File: src/hdl/sfs_status_regs.vh
// constants for the serial flash status readout block
`ifndef SFS_STATUS_REGS_VH
`define SFS_STATUS_REGS_VH

// opcode that starts a status readout
`define SFS_OP_STATUS_READ  8'hD7

// byte and counter geometry
`define SFS_BYTE_W          8
`define SFS_BIT_LAST        3'h7
`define SFS_CNT_ZERO        3'h0
`define SFS_CNT_ONE         3'h1
`define SFS_SYNC_W          3

// reset values
`define SFS_BYTE_RESET      8'h00
`define SFS_SYNC_RESET      3'h2
`define SFS_FAULT_RESET     1'b0

// arbitrary neutral density family code
`define SFS_DENSITY_DEFAULT 4'h5

// bit positions common to both status bytes
`define SFS_B_READY         7

// first status byte
`define SFS_B1_COMPARE      6
`define SFS_B1_DENSITY_HI   5
`define SFS_B1_DENSITY_LO   2
`define SFS_B1_PROTECT      1
`define SFS_B1_PAGE         0

// second status byte
`define SFS_B2_RSV_HI       6
`define SFS_B2_FAULT        5
`define SFS_B2_RSV_LO       4
`define SFS_B2_LOCKDOWN     3
`define SFS_B2_PAUSE2       2
`define SFS_B2_PAUSE1       1
`define SFS_B2_ERASE        0

// sync bit positions
`define SFS_SYNC_SCK        0
`define SFS_SYNC_CS         1
`define SFS_SYNC_MOSI       2

`endif

File: src/hdl/sfs_status_readout.v
// status register readout over the serial port, sampled on clk
//
// Function
// select plus status opcode starts the readout
// bytes alternate first, second while clocked
// live status sampled for every repetition
// ready bit in both bytes, per byte
// select release ends readout, output released
// bit 7 low busy, high ready
// host polls until ready goes high
// first byte bit 6 compare mismatch
// first byte bits 5:2 density code
// first byte bit 1 protection enabled
// first byte bit 0 binary page size
// second byte bit 5 erase/program fault
// aborted operations leave fault clear
// fault rewritten at every completion
// second byte bit 3 lockdown available
// second buffer paused, its writes ignored
// first buffer paused, its writes ignored
// second byte bit 0 erase paused
// second byte bits 6, 4 zero
// msb first, first byte first
`include "sfs_status_regs.vh"

module sfs_status_readout #(
  // arbitrary value, not any real part's code
  parameter [3:0] DENSITY_CODE = `SFS_DENSITY_DEFAULT
) (
  // clock and reset
  input  wire       clk,
  input  wire       reset_n,
  // serial port pins
  input  wire       spi_sck,
  input  wire       spi_cs_n,
  input  wire       spi_mosi,
  output reg        spi_miso,
  output reg        spi_miso_oe,
  // live status from the internal machinery
  input  wire       busy,
  input  wire       compare_mismatch,
  input  wire       protect_enabled,
  input  wire       page_binary,
  input  wire       lockdown_available,
  input  wire       first_buffer_write_paused,
  input  wire       second_buffer_write_paused,
  input  wire       erase_paused,
  // completion of an erase or program
  input  wire       op_done,
  input  wire       op_failed,
  input  wire       op_aborted,
  // buffer alter gating
  input  wire       buf1_alter_req,
  input  wire       buf2_alter_req,
  output wire       buf1_alter_grant,
  output wire       buf2_alter_grant,
  // opcode hand-off to the command logic
  output reg  [7:0] cmd_opcode,
  output reg        cmd_valid,
  output wire       readout_active,
  // status byte taps
  output reg  [7:0] status_first_byte,
  output reg  [7:0] status_second_byte
);

  ////////////////////////////////////////////////////////////////////////////
  // states

  localparam [1:0] ST_IDLE   = 2'h0;
  localparam [1:0] ST_CMD    = 2'h1;
  localparam [1:0] ST_STATUS = 2'h2;
  localparam [1:0] ST_IGNORE = 2'h3;

  ////////////////////////////////////////////////////////////////////////////
  // declarations

  wire [`SFS_SYNC_W-1:0] pin_sync;
  wire                   sck_s;
  wire                   cs_n_s;
  wire                   mosi_s;
  reg                    sck_prev;
  wire                   sck_rise;
  wire                   sck_fall;
  wire                   selected;
  wire                   erase_write_fault;

  reg  [1:0]             state;
  reg  [1:0]             next_state;
  reg  [7:0]             in_shift;
  wire [7:0]             next_in_shift;
  reg  [2:0]             in_cnt;
  reg  [7:0]             out_shift;
  reg  [2:0]             out_cnt;
  reg                    byte_sel;
  reg  [7:0]             next_first_byte;
  reg  [7:0]             next_second_byte;
  wire                   opcode_done;

  ////////////////////////////////////////////////////////////////////////////
  // pick the byte to send next

  function [7:0] pick_byte;
    input       sel;
    input [7:0] first_b;
    input [7:0] second_b;
    begin
      pick_byte = sel ? second_b : first_b;
    end
  endfunction

  ////////////////////////////////////////////////////////////////////////////
  // pin synchronisers; select resets deasserted

  sfs_sync2 #(
    .WIDTH    (`SFS_SYNC_W),
    .INIT     (`SFS_SYNC_RESET)
  ) u_sync (
    .clk      (clk),
    .reset_n  (reset_n),
    .async_in ({spi_mosi, spi_cs_n, spi_sck}),
    .sync_out (pin_sync)
  );

  assign sck_s    = pin_sync[`SFS_SYNC_SCK];
  assign cs_n_s   = pin_sync[`SFS_SYNC_CS];
  assign mosi_s   = pin_sync[`SFS_SYNC_MOSI];
  assign selected = ~cs_n_s;

  ////////////////////////////////////////////////////////////////////////////
  // serial clock edges, found on the synchronised copy

  always @(posedge clk or negedge reset_n) begin
    if (!reset_n) begin
      sck_prev <= 1'b0;
    end else begin
      sck_prev <= sck_s;
    end
  end

  // mode 3 idles high: the first fall after select has no
  // bits counted yet and only moves the idle output
  assign sck_rise = sck_s & ~sck_prev;
  assign sck_fall = ~sck_s & sck_prev;

  ////////////////////////////////////////////////////////////////////////////
  // fault flag and buffer gating

  sfs_fault_track u_fault (
    .clk                        (clk),
    .reset_n                    (reset_n),
    .op_done                    (op_done),
    .op_failed                  (op_failed),
    .op_aborted                 (op_aborted),
    .first_buffer_write_paused  (first_buffer_write_paused),
    .second_buffer_write_paused (second_buffer_write_paused),
    .buf1_alter_req             (buf1_alter_req),
    .buf2_alter_req             (buf2_alter_req),
    .buf1_alter_grant           (buf1_alter_grant),
    .buf2_alter_grant           (buf2_alter_grant),
    .erase_write_fault          (erase_write_fault)
  );

  ////////////////////////////////////////////////////////////////////////////
  // live status bytes

  always @* begin
    next_first_byte                    = `SFS_BYTE_RESET;
    next_first_byte[`SFS_B_READY]      = ~busy;
    next_first_byte[`SFS_B1_COMPARE]   = compare_mismatch;
    next_first_byte[`SFS_B1_DENSITY_HI:`SFS_B1_DENSITY_LO]
                                       = DENSITY_CODE;
    next_first_byte[`SFS_B1_PROTECT]   = protect_enabled;
    next_first_byte[`SFS_B1_PAGE]      = page_binary;
  end

  always @* begin
    next_second_byte                   = `SFS_BYTE_RESET;
    next_second_byte[`SFS_B_READY]     = ~busy;
    next_second_byte[`SFS_B2_RSV_HI]   = 1'b0;
    next_second_byte[`SFS_B2_FAULT]    = erase_write_fault;
    next_second_byte[`SFS_B2_RSV_LO]   = 1'b0;
    next_second_byte[`SFS_B2_LOCKDOWN] = lockdown_available;
    next_second_byte[`SFS_B2_PAUSE2]   = second_buffer_write_paused;
    next_second_byte[`SFS_B2_PAUSE1]   = first_buffer_write_paused;
    next_second_byte[`SFS_B2_ERASE]    = erase_paused;
  end

  // taps follow the live value one clock behind
  always @(posedge clk or negedge reset_n) begin
    if (!reset_n) begin
      status_first_byte  <= `SFS_BYTE_RESET;
      status_second_byte <= `SFS_BYTE_RESET;
    end else begin
      status_first_byte  <= next_first_byte;
      status_second_byte <= next_second_byte;
    end
  end

  ////////////////////////////////////////////////////////////////////////////
  // opcode capture on rising edges, msb first

  assign next_in_shift = {in_shift[6:0], mosi_s};
  assign opcode_done   = (state == ST_CMD) && sck_rise &&
                         (in_cnt == `SFS_BIT_LAST);

  always @(posedge clk or negedge reset_n) begin
    if (!reset_n) begin
      in_shift <= `SFS_BYTE_RESET;
      in_cnt   <= `SFS_CNT_ZERO;
    end else if (state != ST_CMD) begin
      in_shift <= `SFS_BYTE_RESET;
      in_cnt   <= `SFS_CNT_ZERO;
    end else if (sck_rise) begin
      in_shift <= next_in_shift;
      in_cnt   <= in_cnt + `SFS_CNT_ONE;
    end
  end

  // every opcode is handed on; only the status read is served here
  always @(posedge clk or negedge reset_n) begin
    if (!reset_n) begin
      cmd_opcode <= `SFS_BYTE_RESET;
      cmd_valid  <= 1'b0;
    end else begin
      cmd_valid <= opcode_done;
      if (opcode_done) begin
        cmd_opcode <= next_in_shift;
      end
    end
  end

  ////////////////////////////////////////////////////////////////////////////
  // frame state

  always @* begin
    next_state = state;
    case (state)
      ST_IDLE: begin
        if (selected) begin
          next_state = ST_CMD;
        end
      end
      ST_CMD: begin
        if (opcode_done) begin
          if (next_in_shift == `SFS_OP_STATUS_READ) begin
            next_state = ST_STATUS;
          end else begin
            next_state = ST_IGNORE;
          end
        end
      end
      ST_STATUS: begin
        next_state = ST_STATUS;
      end
      ST_IGNORE: begin
        next_state = ST_IGNORE;
      end
      default: begin
        next_state = ST_IDLE;
      end
    endcase
    // release wins from any state, even mid-byte
    if (!selected) begin
      next_state = ST_IDLE;
    end
  end

  always @(posedge clk or negedge reset_n) begin
    if (!reset_n) begin
      state <= ST_IDLE;
    end else begin
      state <= next_state;
    end
  end

  assign readout_active = (state == ST_STATUS);

  ////////////////////////////////////////////////////////////////////////////
  // status shifter: new bit on each falling edge

  // a byte is loaded only when the previous one is spent, so the
  // ready bit and every field are fresh at each byte start
  always @(posedge clk or negedge reset_n) begin
    if (!reset_n) begin
      out_shift <= `SFS_BYTE_RESET;
      out_cnt   <= `SFS_CNT_ZERO;
      byte_sel  <= 1'b0;
    end else if (state != ST_STATUS) begin
      out_shift <= `SFS_BYTE_RESET;
      out_cnt   <= `SFS_CNT_ZERO;
      byte_sel  <= 1'b0;
    end else if (sck_fall) begin
      if (out_cnt == `SFS_CNT_ZERO) begin
        out_shift <= pick_byte(byte_sel, next_first_byte,
                               next_second_byte);
        out_cnt   <= `SFS_BIT_LAST;
        byte_sel  <= ~byte_sel;
      end else begin
        out_shift <= {out_shift[6:0], 1'b0};
        out_cnt   <= out_cnt - `SFS_CNT_ONE;
      end
    end
  end

  ////////////////////////////////////////////////////////////////////////////
  // output pin; enable only inside a status frame

  // drive follows the shifter a clock late, well inside the
  // slow serial clock's low phase
  always @(posedge clk or negedge reset_n) begin
    if (!reset_n) begin
      spi_miso    <= 1'b0;
      spi_miso_oe <= 1'b0;
    end else begin
      spi_miso    <= out_shift[`SFS_B_READY];
      spi_miso_oe <= (state == ST_STATUS) && selected;
    end
  end

endmodule // sfs_status_readout

File: src/hdl/sfs_sync2.v
// two flip-flop synchroniser for a group of pin inputs
module sfs_sync2 #(
  parameter                 WIDTH = 1,
  parameter [WIDTH-1:0]     INIT  = {WIDTH{1'b0}}
) (
  // clock and reset
  input  wire               clk,
  input  wire               reset_n,
  // asynchronous inputs
  input  wire [WIDTH-1:0]   async_in,
  // synchronised outputs
  output wire [WIDTH-1:0]   sync_out
);

  genvar i;

  generate
    for (i = 0; i < WIDTH; i = i + 1) begin : g_bit
      reg stage_a;
      reg stage_b;
      // stage_a feeds stage_b only
      always @(posedge clk or negedge reset_n) begin
        if (!reset_n) begin
          stage_a <= INIT[i];
          stage_b <= INIT[i];
        end else begin
          stage_a <= async_in[i];
          stage_b <= stage_a;
        end
      end
      assign sync_out[i] = stage_b;
    end
  endgenerate

endmodule // sfs_sync2

File: src/hdl/sfs_fault_track.v
// erase/program fault flag and buffer write gating
`include "sfs_status_regs.vh"

module sfs_fault_track (
  // clock and reset
  input  wire clk,
  input  wire reset_n,
  // completion of an erase or program
  input  wire op_done,
  input  wire op_failed,
  input  wire op_aborted,
  // suspend state of each buffer
  input  wire first_buffer_write_paused,
  input  wire second_buffer_write_paused,
  // buffer alter requests and grants
  input  wire buf1_alter_req,
  input  wire buf2_alter_req,
  output wire buf1_alter_grant,
  output wire buf2_alter_grant,
  // fault flag
  output reg  erase_write_fault
);

  // rewritten on every completion; an abort is no fault
  always @(posedge clk or negedge reset_n) begin
    if (!reset_n) begin
      erase_write_fault <= `SFS_FAULT_RESET;
    end else if (op_done) begin
      erase_write_fault <= op_failed & ~op_aborted;
    end
  end

  // a suspended program owns its buffer until resumed
  assign buf1_alter_grant = buf1_alter_req & ~first_buffer_write_paused;
  assign buf2_alter_grant = buf2_alter_req & ~second_buffer_write_paused;

endmodule // sfs_fault_track

File: config.mk
export PLATFORM = sky130hd
export DESIGN_NAME = sfs_status_readout
export DESIGN_NICKNAME = d
export VERILOG_FILES = /design/src/hdl/sfs_status_readout.v /design/src/hdl/sfs_sync2.v /design/src/hdl/sfs_fault_track.v
export VERILOG_INCLUDE_DIRS = /design/src /design/src/hdl
export SDC_FILE = /design/constraint.sdc
export NUM_CORES = 1
export LEC_CHECK = 0
export BUFFER_PORTS_ARGS = -buffer_cell sky130_fd_sc_hd__buf_2
export CORE_ASPECT_RATIO = 1.25
export CORE_UTILIZATION = 30
export DETAILED_ROUTE_END_ITERATION = 16
export SYNTH_ARGS = -nofsm -noshare
export SYNTH_HDL_FRONTEND = slang
export SYNTH_HIERARCHICAL = 1
export SYNTH_SLANG_ARGS = --single-unit
File: constraint.sdc
create_clock -name clk -period 4.21 [get_ports clk]
set_input_delay 0.2105 -clock clk [delete_from_list [all_inputs] [get_ports clk]]
set_output_delay 0.2105 -clock clk [all_outputs]
set_load 0.01 [all_outputs]
==> Word level (Yosys, flattened, before mapping) <==
Cells that the tools add are included.
Widths: inputs -> output; s select.
{ "word_totals": {"out_inout_bits": 30, "latchBits": 0, "wordCells": 70, "romBits": 0, "memories": 0, "reg_bits": 55, "ramBits": 0, "in_bits": 18} }
{ "op_classes": {"reduce_logical": 9, "shift": 0, "n_eq_ne": 8, "order_cmp": 0, "div_mod_pow": 0, "n_mux": 18, "bitwise_logic": 13, "n_addsub": 2, "n_mul": 0} }
{ "op_table": {"columns": ["operator", "n"], "rows": [
  ["$mux 8", 3],
  ["$mux 7", 3],
  ["$mux 3", 5],
  ["$eq 8x8->1 const B", 1],
  ["$not 1->1", 8],
  ["$pmux 2 s4", 1],
  ["$reduce_bool 2->1", 3],
  ["$and 1x1->1", 5],
  ["$eq 2x2->1 const B", 2],
  ["$mux 1", 4],
  ["$mux 2", 2],
  ["$add 3x1->3 const B", 1],
  ["$eq 3x3->1 const B", 1],
  ["$logic_and 1x1->1", 3],
  ["$logic_not 3->1", 1],
  ["$ne 3x2->1 const B", 1],
  ["$sub 3x1->3 const B", 1],
  ["$eq 2x1->1 const B", 1],
  ["$logic_not 2->1", 1],
  ["$ne 2x1->1 const B", 1],
  ["$ne 2x2->1 const B", 1],
  ["$reduce_and 2->1", 1]
]} }

==> Depth between registers and ports, before layout <==
{ "depth": {"word_depth": 7, "ltp_mapped": 6, "mapped_depth_nobuf": 5} }

==> By module <==
Netlist, hierarchy kept.
{ "by_module_without_submodules": {"columns": ["mod", "cells_per_inst", "seq_area_each_um2", "n_inst", "area_per_inst_um2"], "rows": [
  ["sfs_status_readout", 165, 1151.1, 1, 1896.8],
  ["sfs_sync2", 9, 152.6, 1, 175.2],
  ["sfs_fault_track", 6, 25.0, 1, 53.8]
]} }

==> Worst setup path after synthesis <==
OpenSTA, ideal clock, no wires.
{ "synth_timing": {"path_kind": "register -> register", "startpoint": "register in_cnt[0]", "endpoint": "register cmd_opcode[0]", "t_required_ns": 4.085, "path_buffers": 0, "path_stages_with_launch": 6, "period_less_slack_ns": 1.536, "arrival_time_ns": 1.412, "setup_time_ns": 0.125, "setup_slack_ns": 2.674, "cell_sequence": "dfrtp_1 ha_1 ha_1 inv_1 nor3_4 mux2_2"} }
{ "synth_between": {"elab_chain_cells": 2} }
{ "synth_rtl": {"columns": ["item", "line_no", "source"], "rows": [
  ["from (decl)", "sfs_status_readout.v:91", "reg [2:0] in_cnt;"],
  ["from (signal assigned)", "sfs_status_readout.v:209", "in_cnt <= `SFS_CNT_ZERO;"],
  ["from (signal assigned)", "sfs_status_readout.v:212", "in_cnt <= `SFS_CNT_ZERO;"],
  ["from (signal assigned)", "sfs_status_readout.v:215", "in_cnt <= in_cnt + `SFS_CNT_ONE;"],
  ["$eq 3x3->1 (no line)", null, null],
  ["$logic_and 1x1->1", "sfs_status_readout.v:203", "assign opcode_done = (state == ST_CMD) && sck_rise &&"],
  ["via opcode_done", "sfs_status_readout.v:97", "wire opcode_done;"],
  ["to (signal assigned)", "sfs_status_readout.v:222", "cmd_opcode <= `SFS_BYTE_RESET;"],
  ["to (signal assigned)", "sfs_status_readout.v:227", "cmd_opcode <= next_in_shift;"],
  ["to (decl)", "sfs_status_readout.v:58", "output reg [7:0] cmd_opcode,"]
]} }
The timed path passes the listed nets, and every way through them passes these cells.
A chain may end at the register's enable or synchronous reset.

==> Worst setup path after layout <==
{ "layout_timing": {"startpoint": "register state[1]", "endpoint": "register cmd_opcode[2]"} }
{ "layout_between": {"elab_chain_cells": 3} }
{ "layout_rtl": {"columns": ["item", "line_no", "source"], "rows": [
  ["from (decl)", "sfs_status_readout.v:87", "reg [1:0] state;"],
  ["from (signal assigned)", "sfs_status_readout.v:272", "state <= next_state;"],
  ["$eq 2x1->1", "sfs_status_readout.v:203", null],
  ["$logic_and 1x1->1 (2 in a row)", "sfs_status_readout.v:203", null],
  ["via opcode_done", "sfs_status_readout.v:97", null]
]} }
The timed path passes the listed nets, and every way through them passes these cells.

==> results by group <==
Outcome
  • Outcome: complete, no violations

Global route
  • Met3 usage in global routing: 0.0284
  • Vias in the first global route: 1373
  • Met1 Use GR: 0.123
  • Grt peak-use layer: met2
  • GR Util All Layers: 0.108
  • Overflow after GRT: 0
  • Initial antenna violation count: 0
  • First-pass GRT wire length: 6.16 mm
  • Largest net degree at the start of global routing: 54
  • M2 GR Usage: 0.190

Synth
  • #FFs+latches synth: 53
  • Synth Warn #: 6
  • Synth unique cells: 35
  • EDFF count, synth: 0
  • Largest family of logic cells by synthesized area: simple AND/OR/NAND/NOR gates
  • Register area share after synthesis: 0.625
  • Multiplexer area fraction after synthesis: 0.0565
  • Syn Inst Count: 180
  • Main flop type after synthesis: dfrtp_1
  • Syn Std Cell Area: around 2100 µm²
  • Synth Area in Adders: 0.0235
  • XOR/XNOR share of the synthesized area: 0.00412
  • Synth Area in Compound Gates: 0.0948
  • Syn avg cell area: 11.8 µm²
  • Simple-Gate Fraction of Synth Area: 0.130
  • Asr flop ratio synth: 1.00

Placed design
  • Placed Cells: 297
  • # port buffers: 43
  • Detail Placement HPWL: between 2 and 3 mm
  • Gpl congestion: 0.713

Timing
  • Worst Clk Skew: between 0.007 and 0.008 ns
  • Max_slew headroom: 0.388
  • Slew @ Worst Pin: 0.916 ns
  • Final setup violation count: 0
  • TNS Setup: 0 ns
  • Final worst path period need: roughly 1.8 ns
  • FMAX: 567 MHz
  • RSZ-0062 raised after global routing: false
  • Fin crit share: 0.419
  • Max-slew violations: 0
  • Fin. Hold Viols: 0

Pwr
  • P per Cell Area: approximately 350 nW/µm²
  • Leakage: 1.19 nW
  • Gate power share: 0.060
  • Clock Power Share: 0.324
  • Sequential Power Share: 0.616
  • Total chip power: 0.000856 W
  • Sw frac: 0.234
  • Peak VDD IR: ~130 µV
  • Cell Int Power: 0.000656 W
  • Sw power: 0.000200 W

Floorplan
  • Width of the die: roughly 77 µm
  • Rows: 33
  • Core Box Area: roughly 6700 µm²
  • Die area: 7430 µm²
  • Ports: 48
  • Initial Utilization: 0.318
  • Chip Height: 96.1 µm

Critical path
  • Max stage delay on crit path: 0.52 ns
  • R2r worst-path depth: 3
  • Crit path max-delay family: simple AND/OR/NAND/NOR gates
  • R2R Setup Slk: around 2.4 ns
  • Critical path peak fanout: 11
  • CP Data Arrival Time: 1.96 ns
  • Type of origin of the critical path: flop
  • R2r startpoint: state[1]$_DFFE_PN0P_
  • Critical Path RT: around 4.4 ns
  • Worst setup EP type: flop
  • CP bufs+invs: 0
  • Critical R2R Capture: cmd_opcode[2]$_DFFE_PN0P_
  • CP max-delay cell: nor3_4
  • Crit path kind: flop to flop
  • Worst-path cell chain: nand2b_1 -> nor3_4 -> mux2_2

Worst hold path
  • Hold/Removal Path Class: input pin to asynchronous set/reset pin

CTS
  • Htree depth: 2
  • Clk sinks: between 50 and 60
  • TritonCTS clock tree: yes
  • Root Buffer Master: clkbuf_8
  • Clock slew at reported path FFs: about 0.090 ns
  • Post-CTS sizing: 0
  • Clk Latency, worst-skew pair: 0.31 ns
  • CTS max path bufs: 2
  • Post-CTS Setup Inserts: 0
  • Total CTS buffers: 5

Routing
  • Vias/cell: 4.59
  • WL/cell: approximately 12 µm
  • DRT iter0 DRCs: 55
  • Total Routed Length: 3.71 mm
  • Antenna-violating nets left: 0
  • DRC viols: 0
  • Via count: around 1400
  • 1st-pass router iterations: 4

Finish
  • Synth-to-layout area growth: 16.2%
  • Filler cells: about 700
  • Layout Cells excl Fill: 308
  • Diodes inserted: 0
  • Nets@finish: 242
  • Share of cells above drive strength 1: 0.290

Job
  • Max-cap check violation count: 0
[final cells by class]
| class | instances | area [µm²] | share of cell area |
|---|---|---|---|
| clock inverter | 2 | 10.0 | 0.00405 |
| tap | 87 | 109 | 0.0441 |
| inverter | 6 | 22.5 | 0.00911 |
| timing repair buffer | 47 | 253 | 0.102 |
| clock buffer | 6 | 72.6 | 0.0294 |
| multi-input combinational | 107 | 676 | 0.273 |
| sequential | 53 | 1330 | 0.538 |
[synth_stat cells, types with 2 or more instances]
cell type	number	share of area
a21oi_1	17	0.040
clkbuf_1	2	0.0035
nand2b_1	6	0.018
nor2b_1	5	0.015
dfrtp_1	51	0.60
or3_1	2	0.0059
nand4b_1	4	0.016
ha_1	4	0.024
nor2_1	4	0.0071
nand2_1	21	0.037
a31oi_1	5	0.015
mux2_2	8	0.042
dfstp_2	2	0.025
nand3_1	2	0.0047
o21ai_0	8	0.019
buf_4	9	0.032
mux2i_1	3	0.014
conb_1	2	0.0035
inv_1	6	0.011
a211oi_1	2	0.0071
buf_2	3	0.0071
[logic make-up (layout without fill, tap and decap cells)]
logic type,Yosys count,in the layout
buf+inv,23,61
simple gates,50,50
fa+ha+maj,4,4
compound gates,36,36
xor+xnor,1,1
flops,53,53
mux,11,11
other cells,2,5
[sequential cells by signal, indices dropped and copies added, names as in the netlist]
signal / count
cmd_opcode: 8
in_cnt: 3
state: 2
out_cnt: 3
sck_prev: 1
out_shift: 8
cmd_valid: 1
status_first_byte: 4
byte_sel: 1
status_second_byte: 6
spi_miso: 1
u_sync/g_bit.stage_a: 3
spi_miso_oe: 1
u_fault/erase_write_fault: 1
in_shift: 7
u_sync/g_bit.stage_b: 3
[power by group through the flow]
stage	logic, W	clock network [W]	registers (W)
2_1_floorplan	0.0000269	0	0.000538
3_3_place_gp	0.0000496	0	0.000537
3_5_place_dp	0.0000507	0	0.000538
4_1_cts	0.0000529	0.000291	0.000528
5_1_grt	0.0000585	0.000312	0.000529
6_report	0.0000513	0.000278	0.000527
[metrics by stage]
stage	utilization	setup WS, ns	area [µm²]	hold WS [ns]
3_5_place_dp	0.353	2.45	2360	0.319
4_1_cts	0.369	2.44	2470	0.00923
5_1_grt	0.369	2.36	2470	0.00897
3_3_place_gp	0.353	2.49	2360	0.320
6_report	0.369	2.45	2470	0.00684
2_1_floorplan	-	2.67	2140	-0.0851
[worst max-delay path by stage]
stage,start,endpoint,slack [ns],depth (start not counted)
floorplan,in_cnt[0]$_DFFE_PN0P_,cmd_opcode[0]$_DFFE_PN0P_,2.67,5
global placement,state[1]$_DFFE_PN0P_,cmd_opcode[3]$_DFFE_PN0P_,2.49,3
detailed placement,state[1]$_DFFE_PN0P_,cmd_opcode[4]$_DFFE_PN0P_,2.45,3
CTS,state[1]$_DFFE_PN0P_,cmd_opcode[4]$_DFFE_PN0P_,2.44,3
global route,state[1]$_DFFE_PN0P_,cmd_opcode[2]$_DFFE_PN0P_,2.36,3
finish,state[1]$_DFFE_PN0P_,cmd_opcode[2]$_DFFE_PN0P_,2.45,3
[cells in the final DEF, fill, tap and decap left out]
| master | instances |
|---|---|
| a211oi_1 | 2 |
| a21oi_1 | 17 |
| a311oi_1 | 1 |
| a31oi_1 | 5 |
| and2b_2 | 1 |
| buf_2 | 43 |
| buf_4 | 1 |
| clkbuf_1 | 1 |
| clkbuf_8 | 5 |
| clkinv_2 | 2 |
| conb_1 | 5 |
| dfrtp_1 | 51 |
| dfstp_2 | 2 |
| dlygate4sd3_1 | 3 |
| ha_1 | 4 |
| inv_1 | 6 |
| mux2_2 | 8 |
| mux2i_1 | 3 |
| nand2_1 | 21 |
| nand2b_1 | 6 |
| nand3_1 | 2 |
| nand3b_1 | 1 |
| nand4b_1 | 4 |
| nor2_1 | 4 |
| nor2b_1 | 5 |
| nor3_4 | 1 |
| nor3b_1 | 1 |
| nor4bb_1 | 1 |
| o21ai_0 | 8 |
| o21ai_1 | 1 |
| o31ai_1 | 1 |
| o41ai_1 | 1 |
| or2_2 | 1 |
| or3_1 | 2 |
| xnor2_1 | 1 |
[routing by layer]
metal,vias up,share of wire
met2,41,0.49
met1,692,0.44
met5,-,0
li1,675,-
met4,0,0.017
met3,6,0.047
[what timing repair did]
item	CTS	global route
hold buffers	3	0
endpoints found under the setup margin	0	0
hold endpoints to repair	3	0
(Power assumes the default switching activity.)
